`src/hdl/adc_ctl_pkg.sv`:
```
package adc_ctl_pkg;

	localparam int ADDR_W   = 12;
	localparam int DATA_W   = 32;
	localparam int SEQ_N    = 4;
	localparam int PRIO_W   = 2;
	localparam int AVG_W    = 3;
	localparam int SAMPLE_W = 12;
	localparam int AVG_MAX  = 6;
	localparam int ACC_W    = SAMPLE_W + AVG_MAX;
	localparam int CNT_W    = AVG_MAX;

	// Register byte offsets
	localparam logic [ADDR_W-1:0] PRIO_OFS = 12'h020;
	localparam logic [ADDR_W-1:0] INIT_OFS = 12'h028;
	localparam logic [ADDR_W-1:0] AVG_OFS  = 12'h030;
	localparam logic [ADDR_W-1:0] STAT_OFS = 12'h034;

	// Field layout
	localparam int PRIO_STRIDE  = 4;
	localparam int INIT_LSB     = 0;
	localparam int AVG_LSB      = 0;
	localparam int STAT_BUSY    = 0;
	localparam int STAT_SEQ_LSB = 4;
	localparam int STAT_PND_LSB = 8;
	localparam logic [15:0] PRIO_MASK = 16'h3333;

	// Reset values
	localparam logic [15:0]      PRIO_RST = 16'h3210;
	localparam logic [AVG_W-1:0] AVG_RST  = 3'h0;

	// Bus responses
	localparam logic [1:0] RESP_OKAY   = 2'h0;
	localparam logic [1:0] RESP_SLVERR = 2'h2;

	typedef enum logic {ST_IDLE, ST_RUN} run_state_t;

	typedef struct packed {
		logic [1:0]          seq;
		logic [SAMPLE_W-1:0] data;
	} result_t;

endpackage

```
`src/hdl/adc_seq_arb.sv`:
```
// Design decision made here: the AXI4-Lite register port.
`timescale 1ns/1ps
module adc_seq_arb (
	input  wire logic                                mclk,          // 20 MHz
	input  wire logic                                arst_n,        // Async reset
	input  wire logic [adc_ctl_pkg::ADDR_W-1:0]      s_axi_awaddr,  // AW addr
	input  wire logic                                s_axi_awvalid, // AW valid
	output logic                                     s_axi_awready, // AW ready
	input  wire logic [adc_ctl_pkg::DATA_W-1:0]      s_axi_wdata,   // W data
	input  wire logic [3:0]                          s_axi_wstrb,   // W strobes
	input  wire logic                                s_axi_wvalid,  // W valid
	output logic                                     s_axi_wready,  // W ready
	output logic [1:0]                               s_axi_bresp,   // B resp
	output logic                                     s_axi_bvalid,  // B valid
	input  wire logic                                s_axi_bready,  // B ready
	input  wire logic [adc_ctl_pkg::ADDR_W-1:0]      s_axi_araddr,  // AR addr
	input  wire logic                                s_axi_arvalid, // AR valid
	output logic                                     s_axi_arready, // AR ready
	output logic [adc_ctl_pkg::DATA_W-1:0]           s_axi_rdata,   // R data
	output logic [1:0]                               s_axi_rresp,   // R resp
	output logic                                     s_axi_rvalid,  // R valid
	input  wire logic                                s_axi_rready,  // R ready
	input  wire logic [adc_ctl_pkg::SEQ_N-1:0]       sequencer_active_enables, // En
	output logic                                     conv_req,      // Want samples
	output logic [1:0]                               active_seq,    // Running seq
	input  wire logic                                conv_valid,    // Sample strobe
	input  wire logic [adc_ctl_pkg::SAMPLE_W-1:0]    conv_data,     // Sample value
	output logic                                     result_valid,  // FIFO push
	output adc_ctl_pkg::result_t                     result         // FIFO entry
);

	// Priority field of one sequencer
	function automatic logic [1:0] prio_of(input logic [15:0] map, input int i);
		return map[i*adc_ctl_pkg::PRIO_STRIDE +: adc_ctl_pkg::PRIO_W];
	endfunction

	// Word-aligned address match
	function automatic logic hit(
		input logic [adc_ctl_pkg::ADDR_W-1:0] a,
		input logic [adc_ctl_pkg::ADDR_W-1:0] ofs
	);
		return a[adc_ctl_pkg::ADDR_W-1:2] == ofs[adc_ctl_pkg::ADDR_W-1:2];
	endfunction

	// Lowest priority value among candidates wins
	function automatic logic [1:0] pick_winner(
		input logic [3:0]  cand,
		input logic [15:0] map
	);
		logic [1:0] best;
		logic [2:0] best_p;
		best   = 2'h0;
		best_p = 3'h4;
		for (int i = 0; i < adc_ctl_pkg::SEQ_N; i++) begin
			if (cand[i] && {1'b0, prio_of(map, i)} < best_p) begin
				best   = 2'(i);
				best_p = {1'b0, prio_of(map, i)};
			end
		end
		return best;
	endfunction

	// Bus state
	logic                               aw_hold_ff, nxt_aw_hold;
	logic [adc_ctl_pkg::ADDR_W-1:0]     aw_addr_ff, nxt_aw_addr;
	logic                               w_hold_ff, nxt_w_hold;
	logic [adc_ctl_pkg::DATA_W-1:0]     w_data_ff, nxt_w_data;
	logic [3:0]                         w_strb_ff, nxt_w_strb;
	logic                               awready_ff, nxt_awready;
	logic                               wready_ff, nxt_wready;
	logic                               bvalid_ff, nxt_bvalid;
	logic [1:0]                         bresp_ff, nxt_bresp;
	logic                               arready_ff, nxt_arready;
	logic                               rvalid_ff, nxt_rvalid;
	logic [adc_ctl_pkg::DATA_W-1:0]     rdata_ff, nxt_rdata;
	logic [1:0]                         rresp_ff, nxt_rresp;
	logic [15:0]                        prio_ff, nxt_prio;
	logic [adc_ctl_pkg::AVG_W-1:0]      avg_ff, nxt_avg;

	// Sequencing state
	adc_ctl_pkg::run_state_t            st_ff, nxt_st;
	logic [3:0]                         pend_ff, nxt_pend;
	logic [1:0]                         cur_ff, nxt_cur;
	logic [adc_ctl_pkg::AVG_W-1:0]      avg_run_ff, nxt_avg_run;
	logic [adc_ctl_pkg::CNT_W-1:0]      cnt_ff, nxt_cnt;
	logic [adc_ctl_pkg::ACC_W-1:0]      acc_ff, nxt_acc;
	logic                               req_ff, nxt_req;
	logic                               res_v_ff, nxt_res_v;
	adc_ctl_pkg::result_t               res_ff, nxt_res;

	logic                               do_wr, ar_take;
	logic [3:0]                         trig, cand;
	logic [1:0]                         win;
	logic [adc_ctl_pkg::CNT_W-1:0]      last;
	logic [adc_ctl_pkg::ACC_W-1:0]      sum;

	assign do_wr   = aw_hold_ff && w_hold_ff && !bvalid_ff;
	assign ar_take = s_axi_arvalid && arready_ff;

	// Bus channels: address and data held separately, either order
	always_comb begin
		nxt_aw_hold = aw_hold_ff;
		nxt_aw_addr = aw_addr_ff;
		nxt_w_hold  = w_hold_ff;
		nxt_w_data  = w_data_ff;
		nxt_w_strb  = w_strb_ff;
		nxt_bvalid  = bvalid_ff && !s_axi_bready;
		nxt_bresp   = bresp_ff;
		if (s_axi_awvalid && awready_ff) begin
			nxt_aw_hold = 1'b1;
			nxt_aw_addr = s_axi_awaddr;
		end
		if (s_axi_wvalid && wready_ff) begin
			nxt_w_hold = 1'b1;
			nxt_w_data = s_axi_wdata;
			nxt_w_strb = s_axi_wstrb;
		end
		if (do_wr) begin
			nxt_aw_hold = 1'b0;
			nxt_w_hold  = 1'b0;
			nxt_bvalid  = 1'b1;
			nxt_bresp   = (hit(aw_addr_ff, adc_ctl_pkg::PRIO_OFS) ||
				hit(aw_addr_ff, adc_ctl_pkg::INIT_OFS) ||
				hit(aw_addr_ff, adc_ctl_pkg::AVG_OFS) ||
				hit(aw_addr_ff, adc_ctl_pkg::STAT_OFS)) ?
				adc_ctl_pkg::RESP_OKAY : adc_ctl_pkg::RESP_SLVERR;
		end
		nxt_awready = !nxt_aw_hold;
		nxt_wready  = !nxt_w_hold;
	end

	// Register writes; reserved bits are dropped and read as zero
	always_comb begin
		nxt_prio = prio_ff;
		nxt_avg  = avg_ff;
		if (do_wr && hit(aw_addr_ff, adc_ctl_pkg::PRIO_OFS)) begin
			for (int b = 0; b < 2; b++) begin
				if (w_strb_ff[b])
					nxt_prio[b*8 +: 8] = w_data_ff[b*8 +: 8];
			end
			nxt_prio = nxt_prio & adc_ctl_pkg::PRIO_MASK;
		end
		if (do_wr && hit(aw_addr_ff, adc_ctl_pkg::AVG_OFS) && w_strb_ff[0])
			nxt_avg = w_data_ff[adc_ctl_pkg::AVG_LSB +: adc_ctl_pkg::AVG_W];
	end

	// Read path; the initiate word reads zero
	always_comb begin
		nxt_rvalid  = rvalid_ff && !s_axi_rready;
		nxt_rdata   = rdata_ff;
		nxt_rresp   = rresp_ff;
		if (ar_take) begin
			nxt_rvalid = 1'b1;
			nxt_rdata  = '0;
			nxt_rresp  = adc_ctl_pkg::RESP_OKAY;
			if (hit(s_axi_araddr, adc_ctl_pkg::PRIO_OFS))
				nxt_rdata[15:0] = prio_ff;
			else if (hit(s_axi_araddr, adc_ctl_pkg::AVG_OFS))
				nxt_rdata[adc_ctl_pkg::AVG_LSB +: adc_ctl_pkg::AVG_W] = avg_ff;
			else if (hit(s_axi_araddr, adc_ctl_pkg::STAT_OFS)) begin
				nxt_rdata[adc_ctl_pkg::STAT_BUSY]         = st_ff == adc_ctl_pkg::ST_RUN;
				nxt_rdata[adc_ctl_pkg::STAT_SEQ_LSB +: 2] = cur_ff;
				nxt_rdata[adc_ctl_pkg::STAT_PND_LSB +: 4] = pend_ff;
			end
			else if (!hit(s_axi_araddr, adc_ctl_pkg::INIT_OFS))
				nxt_rresp = adc_ctl_pkg::RESP_SLVERR;
		end
		nxt_arready = !nxt_rvalid;
	end

	// Enabled triggers from one initiate write, any subset
	always_comb begin
		trig = '0;
		if (do_wr && hit(aw_addr_ff, adc_ctl_pkg::INIT_OFS) && w_strb_ff[0])
			trig = w_data_ff[adc_ctl_pkg::INIT_LSB +: 4] &
				sequencer_active_enables;
	end

	assign cand = pend_ff & sequencer_active_enables;
	assign win  = pick_winner(cand, prio_ff);
	assign last = adc_ctl_pkg::CNT_W'((7'h1 << avg_run_ff) - 7'h1);
	assign sum  = acc_ff + adc_ctl_pkg::ACC_W'(conv_data);

	// Arbiter and averager; new triggers win over a grant clear
	always_comb begin
		nxt_st      = st_ff;
		nxt_cur     = cur_ff;
		nxt_avg_run = avg_run_ff;
		nxt_cnt     = cnt_ff;
		nxt_acc     = acc_ff;
		nxt_req     = req_ff;
		nxt_res_v   = 1'b0;
		nxt_res     = res_ff;
		nxt_pend    = cand;
		unique case (st_ff)
			adc_ctl_pkg::ST_IDLE: begin
				if (|cand) begin
					nxt_st         = adc_ctl_pkg::ST_RUN;
					nxt_cur        = win;
					nxt_pend[win]  = 1'b0;
					nxt_avg_run    = avg_ff;
					nxt_cnt        = '0;
					nxt_acc        = '0;
					nxt_req        = 1'b1;
				end
			end
			adc_ctl_pkg::ST_RUN: begin
				if (conv_valid) begin
					if (cnt_ff == last) begin
						nxt_st       = adc_ctl_pkg::ST_IDLE;
						nxt_req      = 1'b0;
						nxt_res_v    = 1'b1;
						nxt_res.seq  = cur_ff;
						// Shift by exponent gives the mean for 0 to 6 (7 takes 64 samples, shifts by 7); zero passes raw
						nxt_res.data = adc_ctl_pkg::SAMPLE_W'(sum >> avg_run_ff);
					end
					else begin
						nxt_cnt = cnt_ff + 1'b1;
						nxt_acc = sum;
					end
				end
			end
		endcase
		nxt_pend = nxt_pend | trig;
	end

	// All state registers
	always_ff @(posedge mclk or negedge arst_n) begin
		if (!arst_n) begin
			aw_hold_ff <= 1'b0;
			aw_addr_ff <= '0;
			w_hold_ff  <= 1'b0;
			w_data_ff  <= '0;
			w_strb_ff  <= '0;
			awready_ff <= 1'b0;
			wready_ff  <= 1'b0;
			bvalid_ff  <= 1'b0;
			bresp_ff   <= adc_ctl_pkg::RESP_OKAY;
			arready_ff <= 1'b0;
			rvalid_ff  <= 1'b0;
			rdata_ff   <= '0;
			rresp_ff   <= adc_ctl_pkg::RESP_OKAY;
			prio_ff    <= adc_ctl_pkg::PRIO_RST;
			avg_ff     <= adc_ctl_pkg::AVG_RST;
			st_ff      <= adc_ctl_pkg::ST_IDLE;
			pend_ff    <= '0;
			cur_ff     <= '0;
			avg_run_ff <= '0;
			cnt_ff     <= '0;
			acc_ff     <= '0;
			req_ff     <= 1'b0;
			res_v_ff   <= 1'b0;
			res_ff     <= '0;
		end
		else begin
			aw_hold_ff <= nxt_aw_hold;
			aw_addr_ff <= nxt_aw_addr;
			w_hold_ff  <= nxt_w_hold;
			w_data_ff  <= nxt_w_data;
			w_strb_ff  <= nxt_w_strb;
			awready_ff <= nxt_awready;
			wready_ff  <= nxt_wready;
			bvalid_ff  <= nxt_bvalid;
			bresp_ff   <= nxt_bresp;
			arready_ff <= nxt_arready;
			rvalid_ff  <= nxt_rvalid;
			rdata_ff   <= nxt_rdata;
			rresp_ff   <= nxt_rresp;
			prio_ff    <= nxt_prio;
			avg_ff     <= nxt_avg;
			st_ff      <= nxt_st;
			pend_ff    <= nxt_pend;
			cur_ff     <= nxt_cur;
			avg_run_ff <= nxt_avg_run;
			cnt_ff     <= nxt_cnt;
			acc_ff     <= nxt_acc;
			req_ff     <= nxt_req;
			res_v_ff   <= nxt_res_v;
			res_ff     <= nxt_res;
		end
	end

	// Outputs straight from flops
	assign s_axi_awready = awready_ff;
	assign s_axi_wready  = wready_ff;
	assign s_axi_bvalid  = bvalid_ff;
	assign s_axi_bresp   = bresp_ff;
	assign s_axi_arready = arready_ff;
	assign s_axi_rvalid  = rvalid_ff;
	assign s_axi_rdata   = rdata_ff;
	assign s_axi_rresp   = rresp_ff;
	assign conv_req      = req_ff;
	assign active_seq    = cur_ff;
	assign result_valid  = res_v_ff;
	assign result        = res_ff;

	// Winner holds the smallest value among candidates
	logic win_min;
	always_comb begin
		win_min = 1'b1;
		for (int j = 0; j < adc_ctl_pkg::SEQ_N; j++) begin
			if (cand[j] && prio_of(prio_ff, j) < prio_of(prio_ff, int'(win)))
				win_min = 1'b0;
		end
	end
endmodule

```
`config.mk`:
```
export PLATFORM = sky130hd
export DESIGN_NAME = adc_seq_arb
export DESIGN_NICKNAME = d
export VERILOG_FILES = /design/src/hdl/adc_ctl_pkg.sv /design/src/hdl/adc_seq_arb.sv
export SDC_FILE = /design/constraint.sdc
export NUM_CORES = 1
export LEC_CHECK = 0
export ABC_CLOCK_PERIOD_IN_PS = 3700
export BUFFER_PORTS_ARGS = -buffer_cell sky130_fd_sc_hd__buf_2
export CELL_PAD_IN_SITES_DETAIL_PLACEMENT = 0
export CELL_PAD_IN_SITES_GLOBAL_PLACEMENT = 1
export CORE_ASPECT_RATIO = 0.5
export CORE_MARGIN = 2
export CORE_UTILIZATION = 41
export DETAILED_ROUTE_END_ITERATION = 7
export PLACE_DENSITY = 0.92
export SYNTH_ARGS = -nofsm -noshare
export SYNTH_HDL_FRONTEND = slang
export SYNTH_SLANG_ARGS = --single-unit
```
`constraint.sdc`:
```
create_clock -name mclk -period 3.7 [get_ports mclk]
set_clock_uncertainty 0.05 [all_clocks]
set_input_delay 0 -clock mclk [delete_from_list [all_inputs] [get_ports mclk]]
set_output_delay 0 -clock mclk [all_outputs]
set_load 0.1 [all_outputs]
```
# ---- Word-level counts from Yosys, hierarchy flattened
# Index checks and enable logic that the tools add are counted.
dict set report totals {
  ff_bits 113
  inputBits 84
  out_inout_bits 59
  word_cells 139
}
dict set report classes {
  n_addsub 3
  order_cmp 5
  n_eq_ne 13
  shift 2
  n_mux 52
  bitwise_logic 6
  reduce_logical 32
}
# operator count
set op_table {}
lappend op_table {{$eq 10x4->1 const B} 8}
lappend op_table {{$mux 18} 3}
lappend op_table {{$pmux 18 s2} 1}
lappend op_table {{$mux 2} 12}
lappend op_table {{$mux 4} 6}
lappend op_table {{$mux 1} 19}
lappend op_table {{$add 18x12->18} 1}
lappend op_table {{$mux 6} 3}
lappend op_table {{$shr 18x3->12} 1}
lappend op_table {{$logic_and 1x1->1} 16}
lappend op_table {{$and 4x4->4} 3}
lappend op_table {{$mux 3} 4}
lappend op_table {{$pmux 6 s2} 1}
lappend op_table {{$lt 2x3->1} 3}
lappend op_table {{$reduce_and 3->1} 3}
lappend op_table {{$add 6x1->6 const B} 1}
lappend op_table {{$eq 6x6->1} 1}
lappend op_table {{$logic_not 1->1} 6}
lappend op_table {{$ne 2x2->1 const B} 3}
lappend op_table {{$reduce_and 2->1} 3}
lappend op_table {{$shl 1x3->6 const A} 1}
lappend op_table {{$sub 6x1->6 const B} 1}
lappend op_table {{$not 4->4} 1}
lappend op_table {{$or 4x4->4} 1}
lappend op_table {{8 further kinds} 11}

# ---- Longest topological paths before layout
# Gate-level depths: netlist of run 1.
dict set report logic_depth {
  depth_word 20
  ltp_mapped 18
  mapped_depth_nobuf 18
}

# ---- Least setup slack after synthesis of run 1
# Ideal clock, no wire load.
dict set report synth_timing {
  path_type {flip-flop to flip-flop}
  startpoint {register pend_ff[0]}
  endpoint {register pend_ff[1]}
  t_arrival_ns 3.147
  required_time_ns 3.566
  setup_slack_ns 0.419
  path_stages_with_launch 19
  path_buffers 0
  synth_period_minus_slack_ns 3.281
  path_cell_list {dfrtp_1 > nand3_1 > ha_1 > a21oi_1 > nor2_1 > nor2_1 > nand2_1 > o21a_1 > ha_1 > o21ai_0 > a21oi_1 > o21ai_0 > o31ai_1 > ha_1 > o31a_1 > o21ai_0 > nor2b_1 > o31ai_1 > a21boi_0}
}
dict set report synth_between {
  elab_chain_len 20
  elab_cells_between_ends 24
}
# element line
set synth_rtl {}
lappend synth_rtl {{start: declaration} adc_seq_arb.sv:82} ;# logic [3:0] pend_ff, nxt_pend;
lappend synth_rtl {{start signal: assignment} adc_seq_arb.sv:272} ;# pend_ff <= nxt_pend;
lappend synth_rtl {{$and 4x4->4 (*)} adc_seq_arb.sv:179} ;# assign cand = pend_ff & sequencer_active_enables;
lappend synth_rtl {{$mux 3} adc_seq_arb.sv:55} ;# if (cand[i] && {1'b0, prio_of(map, i)} < best_p) begin
lappend synth_rtl {{$lt 2x3->1} adc_seq_arb.sv:55}
lappend synth_rtl {{$logic_and 1x1->1} adc_seq_arb.sv:55}
lappend synth_rtl {{$mux 3} adc_seq_arb.sv:55}
lappend synth_rtl {{$lt 2x3->1} adc_seq_arb.sv:55}
lappend synth_rtl {{$logic_and 1x1->1} adc_seq_arb.sv:55}
lappend synth_rtl {{$mux 3} adc_seq_arb.sv:55}
lappend synth_rtl {{[... 5 more ...]} -}
lappend synth_rtl {{$mux 1 (implied by the code)} adc_seq_arb.sv:200} ;# nxt_pend[win] = 1'b0;
lappend synth_rtl {{$demux 1 s2} adc_seq_arb.sv:200}
lappend synth_rtl {{$not 4->4 (no line)} -}
lappend synth_rtl {{$and 4x4->4 (no line)} -}
lappend synth_rtl {{$mux 4 (*)} adc_seq_arb.sv:197} ;# if (|cand) begin
lappend synth_rtl {{$mux 4 (*)} adc_seq_arb.sv:195} ;# unique case (st_ff)
lappend synth_rtl {{$or 4x4->4 (*)} adc_seq_arb.sv:224} ;# nxt_pend = nxt_pend | trig;
lappend synth_rtl {{named net nxt_pend[1]} adc_seq_arb.sv:82}
# Mark *: on every way through the listed nets, which the timed path passes. The rest lies on a longest branch.
# A chain may end at the register's enable or synchronous reset.

# ---- Final worst setup path of run 1
dict set report layout_timing {
  startpoint {register prio_ff[1]}
  endpoint {register pend_ff[1]}
}
dict set report layout_between {
  elab_chain_len 19
  elab_cells_between_ends 22
}
# element line
set layout_rtl {}
lappend layout_rtl {{start: declaration} adc_seq_arb.sv:77} ;# logic [15:0] prio_ff, nxt_prio;
lappend layout_rtl {{start signal: assignment} adc_seq_arb.sv:243} ;# prio_ff <= adc_ctl_pkg::PRIO_RST;
lappend layout_rtl {{start signal: assignment} adc_seq_arb.sv:269} ;# prio_ff <= nxt_prio;
lappend layout_rtl {{$mux 3 (*)} adc_seq_arb.sv:55}
lappend layout_rtl {{$lt 2x3->1} adc_seq_arb.sv:55}
lappend layout_rtl {{$logic_and 1x1->1} adc_seq_arb.sv:55}
lappend layout_rtl {{$mux 3} adc_seq_arb.sv:55}
lappend layout_rtl {{$lt 2x3->1} adc_seq_arb.sv:55}
lappend layout_rtl {{$logic_and 1x1->1} adc_seq_arb.sv:55}
lappend layout_rtl {{$mux 3} adc_seq_arb.sv:55}
lappend layout_rtl {{$lt 2x3->1} adc_seq_arb.sv:55}
lappend layout_rtl {{[... 4 more ...]} -}
lappend layout_rtl {{$mux 1 (implied by the code)} adc_seq_arb.sv:200}
lappend layout_rtl {{$demux 1 s2 (*)} adc_seq_arb.sv:200}
lappend layout_rtl {{$not 4->4 (no line) (*)} -}
lappend layout_rtl {{$and 4x4->4 (no line) (*)} -}
lappend layout_rtl {{$mux 4 (*)} adc_seq_arb.sv:197}
lappend layout_rtl {{$mux 4 (*)} adc_seq_arb.sv:195}
lappend layout_rtl {{$or 4x4->4 (*)} adc_seq_arb.sv:224}
lappend layout_rtl {{named net nxt_pend[1]} adc_seq_arb.sv:82}
# Marks and branches as above.

==> results of run 1 <==
logic make-up (layout without fill, tap and decap cells):
logic type / Yosys count / in the layout
simple gates: 185 / 185
other cells: 1 / 23
mux: 59 / 59
flops: 103 / 103
buf+inv: 63 / 167
compound gates: 149 / 149
xor+xnor: 28 / 28
fa+ha+maj: 18 / 18
worst max-delay path by stage:
stage	startpoint	end	slack (ns)	cells after the start
floorplan	pend_ff[0]	pend_ff[1]	0.42	18
global placement	prio_ff[1]	pend_ff[0]	0.17	18
detailed placement	prio_ff[1]	pend_ff[0]	0.12	18
CTS	prio_ff[1]	pend_ff[0]	0.07	18
global route	prio_ff[1]	pend_ff[2]	-0.03	18
finish	prio_ff[1]	pend_ff[1]	0.30	18
metal layers:
layer,wire [um],part of all wire
met1,6360,0.47
met2,6380,0.47
met3,651,0.048
met4,189,0.014
met5,0,0
synth_stat cells, drive strengths merged (4+ instances only):
cell type	number
o22a	4
nand2	106
a21oi	21
and3	4
nor3	5
inv	16
and2	6
clkbuf	16
dfstp	4
xor2	10
nand3	6
xnor2	18
a211oi	7
a31oi	6
a22oi	8
nor2	35
mux4	8
mux2	35
o22ai	4
nand4	5
dfrtp	99
o21ai	63
buf	30
o211ai	7
o31ai	4
mux2i	16
ha	17
a21o	4
cell usage in the layout (no fill, tap or decap), types with 15 or more instances in the layout:
cell	netlist	layout
mux2_2	35	35
buf_2	3	90
o21ai_0	51	50
mux2i_1	16	16
conb_1	1	23
dlygate4sd3_1	0	33
nor2_1	35	34
xnor2_1	18	18
nand2_1	106	106
inv_1	15	15
a21oi_1	20	19
dfrtp_1	99	99
ha_1	17	17
through the flow:
step | cell area (um^2) | instances
6_report | 7180 | 930
5_1_grt | 7180 | 930
4_1_cts | 7160 | 930
3_5_place_dp | 6550 | 881
3_3_place_gp | 6550 | 881
2_1_floorplan | 6070 | 628
worst max-delay path, stage by stage, from the launching register on:
cell and delay, ns:
dfrtp_1 0.37, nand3_1 0.11, ha_1 0.30, a21oi_1 0.13, nor2_1 0.06, nor2_2 0.17, nand2_1 0.08, o21a_1 0.12
ha_1 0.29, o21ai_0 0.13, a21oi_2 0.23, o21ai_0 0.11, o31ai_1 0.08, ha_1 0.27, o31a_1 0.11, o21ai_1 0.17
nor2b_4 0.25, o31ai_1 0.09, a21boi_0 0.18
power by group:
part / leakage [nW] / internal (mW) / switching (mW) / total, mW
combinational: 1.82 / 0.899 / 1.59 / 2.49
sequential: 1.30 / 1.44 / 0.261 / 1.70
clock: 0.139 / 0.469 / 0.437 / 0.906
total: 3.26 / 2.81 / 2.29 / 5.10
layout make-up:
cell class | instances | area [um^2] | area share
Clock inverter | 6 | 55.1 | 0.00767
Inverter | 17 | 65.1 | 0.00906
Timing Repair Buffer | 134 | 863 | 0.120
Sequential cell | 103 | 2580 | 0.360
Multi-Input combinational cell | 462 | 3140 | 0.437
Tap cell | 198 | 248 | 0.0345
Clock buffer | 10 | 229 | 0.0319
state kept, by name, summed over array words and instances (netlist names), 3 cells and up:
name         flops
acc_ff          18
result          14
s_axi_rdata     11
aw_addr_ff      10
w_data_ff       10
prio_ff          8
cnt_ff           6
pend_ff          4
avg_ff           3
avg_run_ff       3
repair_timing:
item                       4_1_cts  5_1_grt
hold endpoints to repair       109        0
buffers inserted                 0        0
hold buffers                    33        0
gates resized for setup          0        7
setup endpoints to repair        0        5
==> flow_summary.ini, run 1 <==
[grt]
met3_usage = 0.0327
grt_pass1_vias = 4502
grt_overflow_total = 0
grt_max_degree = 82
grt_most_used_layer = met2
antenna_found_initial = 0
track_usage = 0.179
grt_use_met2 = 0.298
grt_first_pass_wirelength_um = 22300
grt_util_met1 = 0.244

[placement]
globalplace.congestion = 0.842
hpwlAfterDp_um = 9850
io_buffers = 91
dp_slack_ns = 0.119

[route]
vias_per_cell = 5.19
dr.pass1.iters = 6
drt.antenna.violating_nets = 0
routedWlPerCell_um = 14.6
wl_um = 13600
drc = 0
drtIter0Drc = 306
dr_total_vias = 4831

[worst_setup_path]
rrSetupSlack_ns = 0.30
crit_fanout = 5
reg2reg_depth = 18
arrival_ns = 3.61
reg2reg_from = prio_ff[1]
end_kind = flop
critPathLaunchType = flop
worstSetupPathType = flop to flop
cp_data_required_time_ns = 3.91
r2r-end = pend_ff[1]

[finish]
layout-drive-gt1-share = 0.254
nets = 829
num-fill-cells = 1377
diodes = 0
syn2layout_area_growth_pct = 20.0
utilization = 0.500

[pwr]
total_power_mw = 5.10
p_leak_nw = 3.26
powerDensity_nw_per_um2 = 710
peakVddDrop_mv = 0.452

[synth]
synthAdderAreaFrac = 0.0389
synth_mux_area_frac = 0.123
syn_area_per_cell_um2 = 9.88
yosys_warnings = 0
synth-seq-cells = 103
yosys.cell_types.count = 72
postSynth.asyncResetShare = 1.00
synthCells = 606
synth_top_family_by_area = compound AO/OA/AOI/OAI gates
ys_seq_area_frac = 0.432
synth_compound_area_frac = 0.162
synthesis.area_um2 = 5980
synth_ff_type = dfrtp_1
synthXorXnorAreaFrac = 0.0410
synth_top_area_frac = 0.414
synth_simple_gate_area_frac = 0.141
netlist_top_cells_area = dfrtp_1, nand2_1, mux2_2
synth-edff-count = 0
synth_area_leader_cell = dfrtp_1

[status]
status = finished, final reports clean

[job]
cap_violations = 0

[worst_hold_path]
min_from = s_axi_araddr[4]
hold_depth = 4
whs_endpoint = s_axi_rdata[12]
hold_class = primary input to flop

[timing]
hold_violations = 0
whs_ns = 0.0514
final-max-slew-violation-count = 0
worstMarginPinSlew_ns = 1.23
setup_tns_ns = 0
finalSetupViolCount = 0
fmax_mhz = 294
setup_slack_ns = 0.295
min_period_ns = 3.40
relSlewSlack = 0.170
finalCritPeriodShare = 0.920

[clock_tree]
cts.sinks = 103
tritoncts = done
insertion_delay_ns = 0.35
clk_pin_slew_worst_paths_ns = 0.08
cts_root_buf = clkbuf_16
cts_buffer_depth = 2
cts_made_buffers = 9
cts_max_level = 3

[die]
fp.dieArea_um2 = 15600
coreArea_um2 = 14400
rows = 31
num_io_pins = 143
die_y_um = 89.4
die_w_um = 175
start_util = 0.417
Power figures use the tool's default switching activity.
==> inputs of run 2 (changes only) <==
--- a/config.mk
+++ b/config.mk
@@ -5,15 +5,16 @@
 export SDC_FILE = /design/constraint.sdc
 export NUM_CORES = 1
 export LEC_CHECK = 0
-export ABC_CLOCK_PERIOD_IN_PS = 3700
+export ABC_CLOCK_PERIOD_IN_PS = 4100
 export BUFFER_PORTS_ARGS = -buffer_cell sky130_fd_sc_hd__buf_2
 export CELL_PAD_IN_SITES_DETAIL_PLACEMENT = 0
 export CELL_PAD_IN_SITES_GLOBAL_PLACEMENT = 1
 export CORE_ASPECT_RATIO = 0.5
 export CORE_MARGIN = 2
-export CORE_UTILIZATION = 41
+export CORE_UTILIZATION = 44
 export DETAILED_ROUTE_END_ITERATION = 7
-export PLACE_DENSITY = 0.92
+export PLACE_DENSITY = 0.95
+export SLEW_MARGIN = 0
 export SYNTH_ARGS = -nofsm -noshare
 export SYNTH_HDL_FRONTEND = slang
 export SYNTH_SLANG_ARGS = --single-unit
==> constraint.sdc (replaced) <==
create_clock -name mclk -period 4.1 [get_ports mclk]
set_clock_uncertainty 0.05 [all_clocks]
set_input_delay 0 -clock mclk [delete_from_list [all_inputs] [get_ports mclk]]
set_output_delay 0 -clock mclk [all_outputs]
set_load 0.02 [all_outputs]
==> flow_summary.ini, run 2 (synthesis gave the netlist of run 1 again) <==
[status]
status = finished, violations left
violations = negative hold slack

[clock_tree]
cts_buffer_depth = 2
tritoncts = done
clk_pin_slew_worst_paths_ns = 0.07
cts.sinks = 103
cts_made_buffers = 9
insertion_delay_ns = 0.35
cts_root_buf = clkbuf_16
post_cts_buffers = 0
cts_max_level = 3

[finish]
utilization = 0.533
design_area_um2 = 7150
num-fill-cells = 1190
layout-drive-gt1-share = 0.245
layout_common_cells = nand2_1, dfrtp_1, buf_2, o21ai_0
final_common_cell = nand2_1
nets = 824
stdcell_count = 903
top_register = acc_ff
syn2layout_area_growth_pct = 19.4
largest_reg_flops = 18
diodes = 0

[route]
drt.antenna.violating_nets = 0
dr.pass1.iters = 5
drc = 0
drtIter0Drc = 383
routedWlPerCell_um = 15.5
dr_total_vias = 4947
vias_per_cell = 5.48
wl_um = 14000

[worst_setup_path]
end_kind = flop
critPathLaunchType = flop
cp_data_required_time_ns = 4.31
crit_fanout = 7
slowest_delay_ns = 0.46
worstPathCellList = nand3_1, ha_1, a21oi_1, nor2_1, nor2_1, nand2_1, o21a_1, ha_1, o21ai_0, a21oi_1, o21ai_0, o31ai_1, ha_1, o31a_1, o21ai_0, nor2b_4, o31ai_1, a21boi_0
worstSetupPathType = flop to flop
slowest_stage = dfrtp_1
arrival_ns = 3.96

[pwr]
p_int_mw = 2.66
seq_power_share = 0.357
pwr-share-comb = 0.425
p_sw_mw = 1.67
p_leak_nw = 3.24
powerDensity_nw_per_um2 = 606
p_sw_frac = 0.385
total_power_mw = 4.33
peakVddDrop_mv = 0.281
p_clk_frac = 0.218

[die]
die_y_um = 86.5
fp.dieArea_um2 = 14600
rows = 30
start_util = 0.447
die_w_um = 169
num_io_pins = 143
coreArea_um2 = 13400

[placement]
globalplace.congestion = 0.925
hpwlAfterDp_um = 9900
io_buffers = 91
dp.cells = 854
placed_area_um2 = 6480
dp_slack_ns = 0.374

[timing]
min_period_ns = 3.76
finalSetupViolCount = 0
hold_violations = 1
finalCritPeriodShare = 0.916
setup_slack_ns = 0.344
fmax_mhz = 266
final-max-slew-violation-count = 0
relSlewSlack = 0.378
whs_ns = -0.00350
rsz0062_at_grt = false
setup_tns_ns = 0
worstMarginPinSlew_ns = 0.933

[grt]
antenna_found_initial = 0
grt_overflow_total = 0
grt_first_pass_wirelength_um = 23100
track_usage = 0.200
grt_max_degree = 73
grt_pass1_vias = 4726

[worst_hold_path]
hold_class = primary input to flop

[job]
cap_violations = 0
-- run 2: final timing paths --
path	slack, ns	to	startpoint	depth (start not counted)
worst min-delay path	-0.004	s_axi_rdata[12]	s_axi_araddr[4]	4
worst max register to register	0.34	pend_ff[1]	pend_ff[0]	18
min in group asynchronous	0.28	aw_addr_ff[6]	arst_n	2
worst min register to register	0.42	result[13]	result[13]	2
max in group asynchronous	2.72	prio_ff[13]	arst_n	3
worst max-delay path	0.34	pend_ff[1]	pend_ff[0]	18
-- run 2: timing repair --
| item | CTS | global route |
|---|---|---|
| setup endpoints to repair | 0 | 4 |
| hold buffers | 33 | 0 |
| hold endpoints to repair | 105 | 0 |
| resized for setup | 0 | 2 |
-- run 2: power groups by stage --
stage	clock, mW	sequential, mW	combinational, mW
5_1_grt	1.00	1.59	2.05
4_1_cts	0.958	1.55	1.84
3_3_place_gp	0	1.55	1.75
6_report	0.944	1.55	1.84
3_5_place_dp	0	1.56	1.80
2_1_floorplan	0	1.54	1.37
-- run 2: metal layers --
metal  global-route usage  share of wire
met3               0.0402          0.050
met5                    0              0
met1                0.260           0.44
met2                0.339           0.48
met4               0.0674          0.020
-- run 2: worst max-delay path: cells and delay by family, from the launching register on --
kind	cells	cell delay, ns
adders and majority gates	3	0.87
AOI/OAI and AO/OA	10	1.52
DFF	1	0.46
and+or+nand+nor	5	0.77
-- run 2: cell type report --
type	instances	area [um^2]	share of cell area
clock inverter	4	76.3	0.0107
inverter	17	65.1	0.00910
timing repair buffer	129	826	0.116
clock buffer	12	246	0.0345
sequential	103	2580	0.361
tap	176	220	0.0308
multi-input combinational	462	3130	0.438
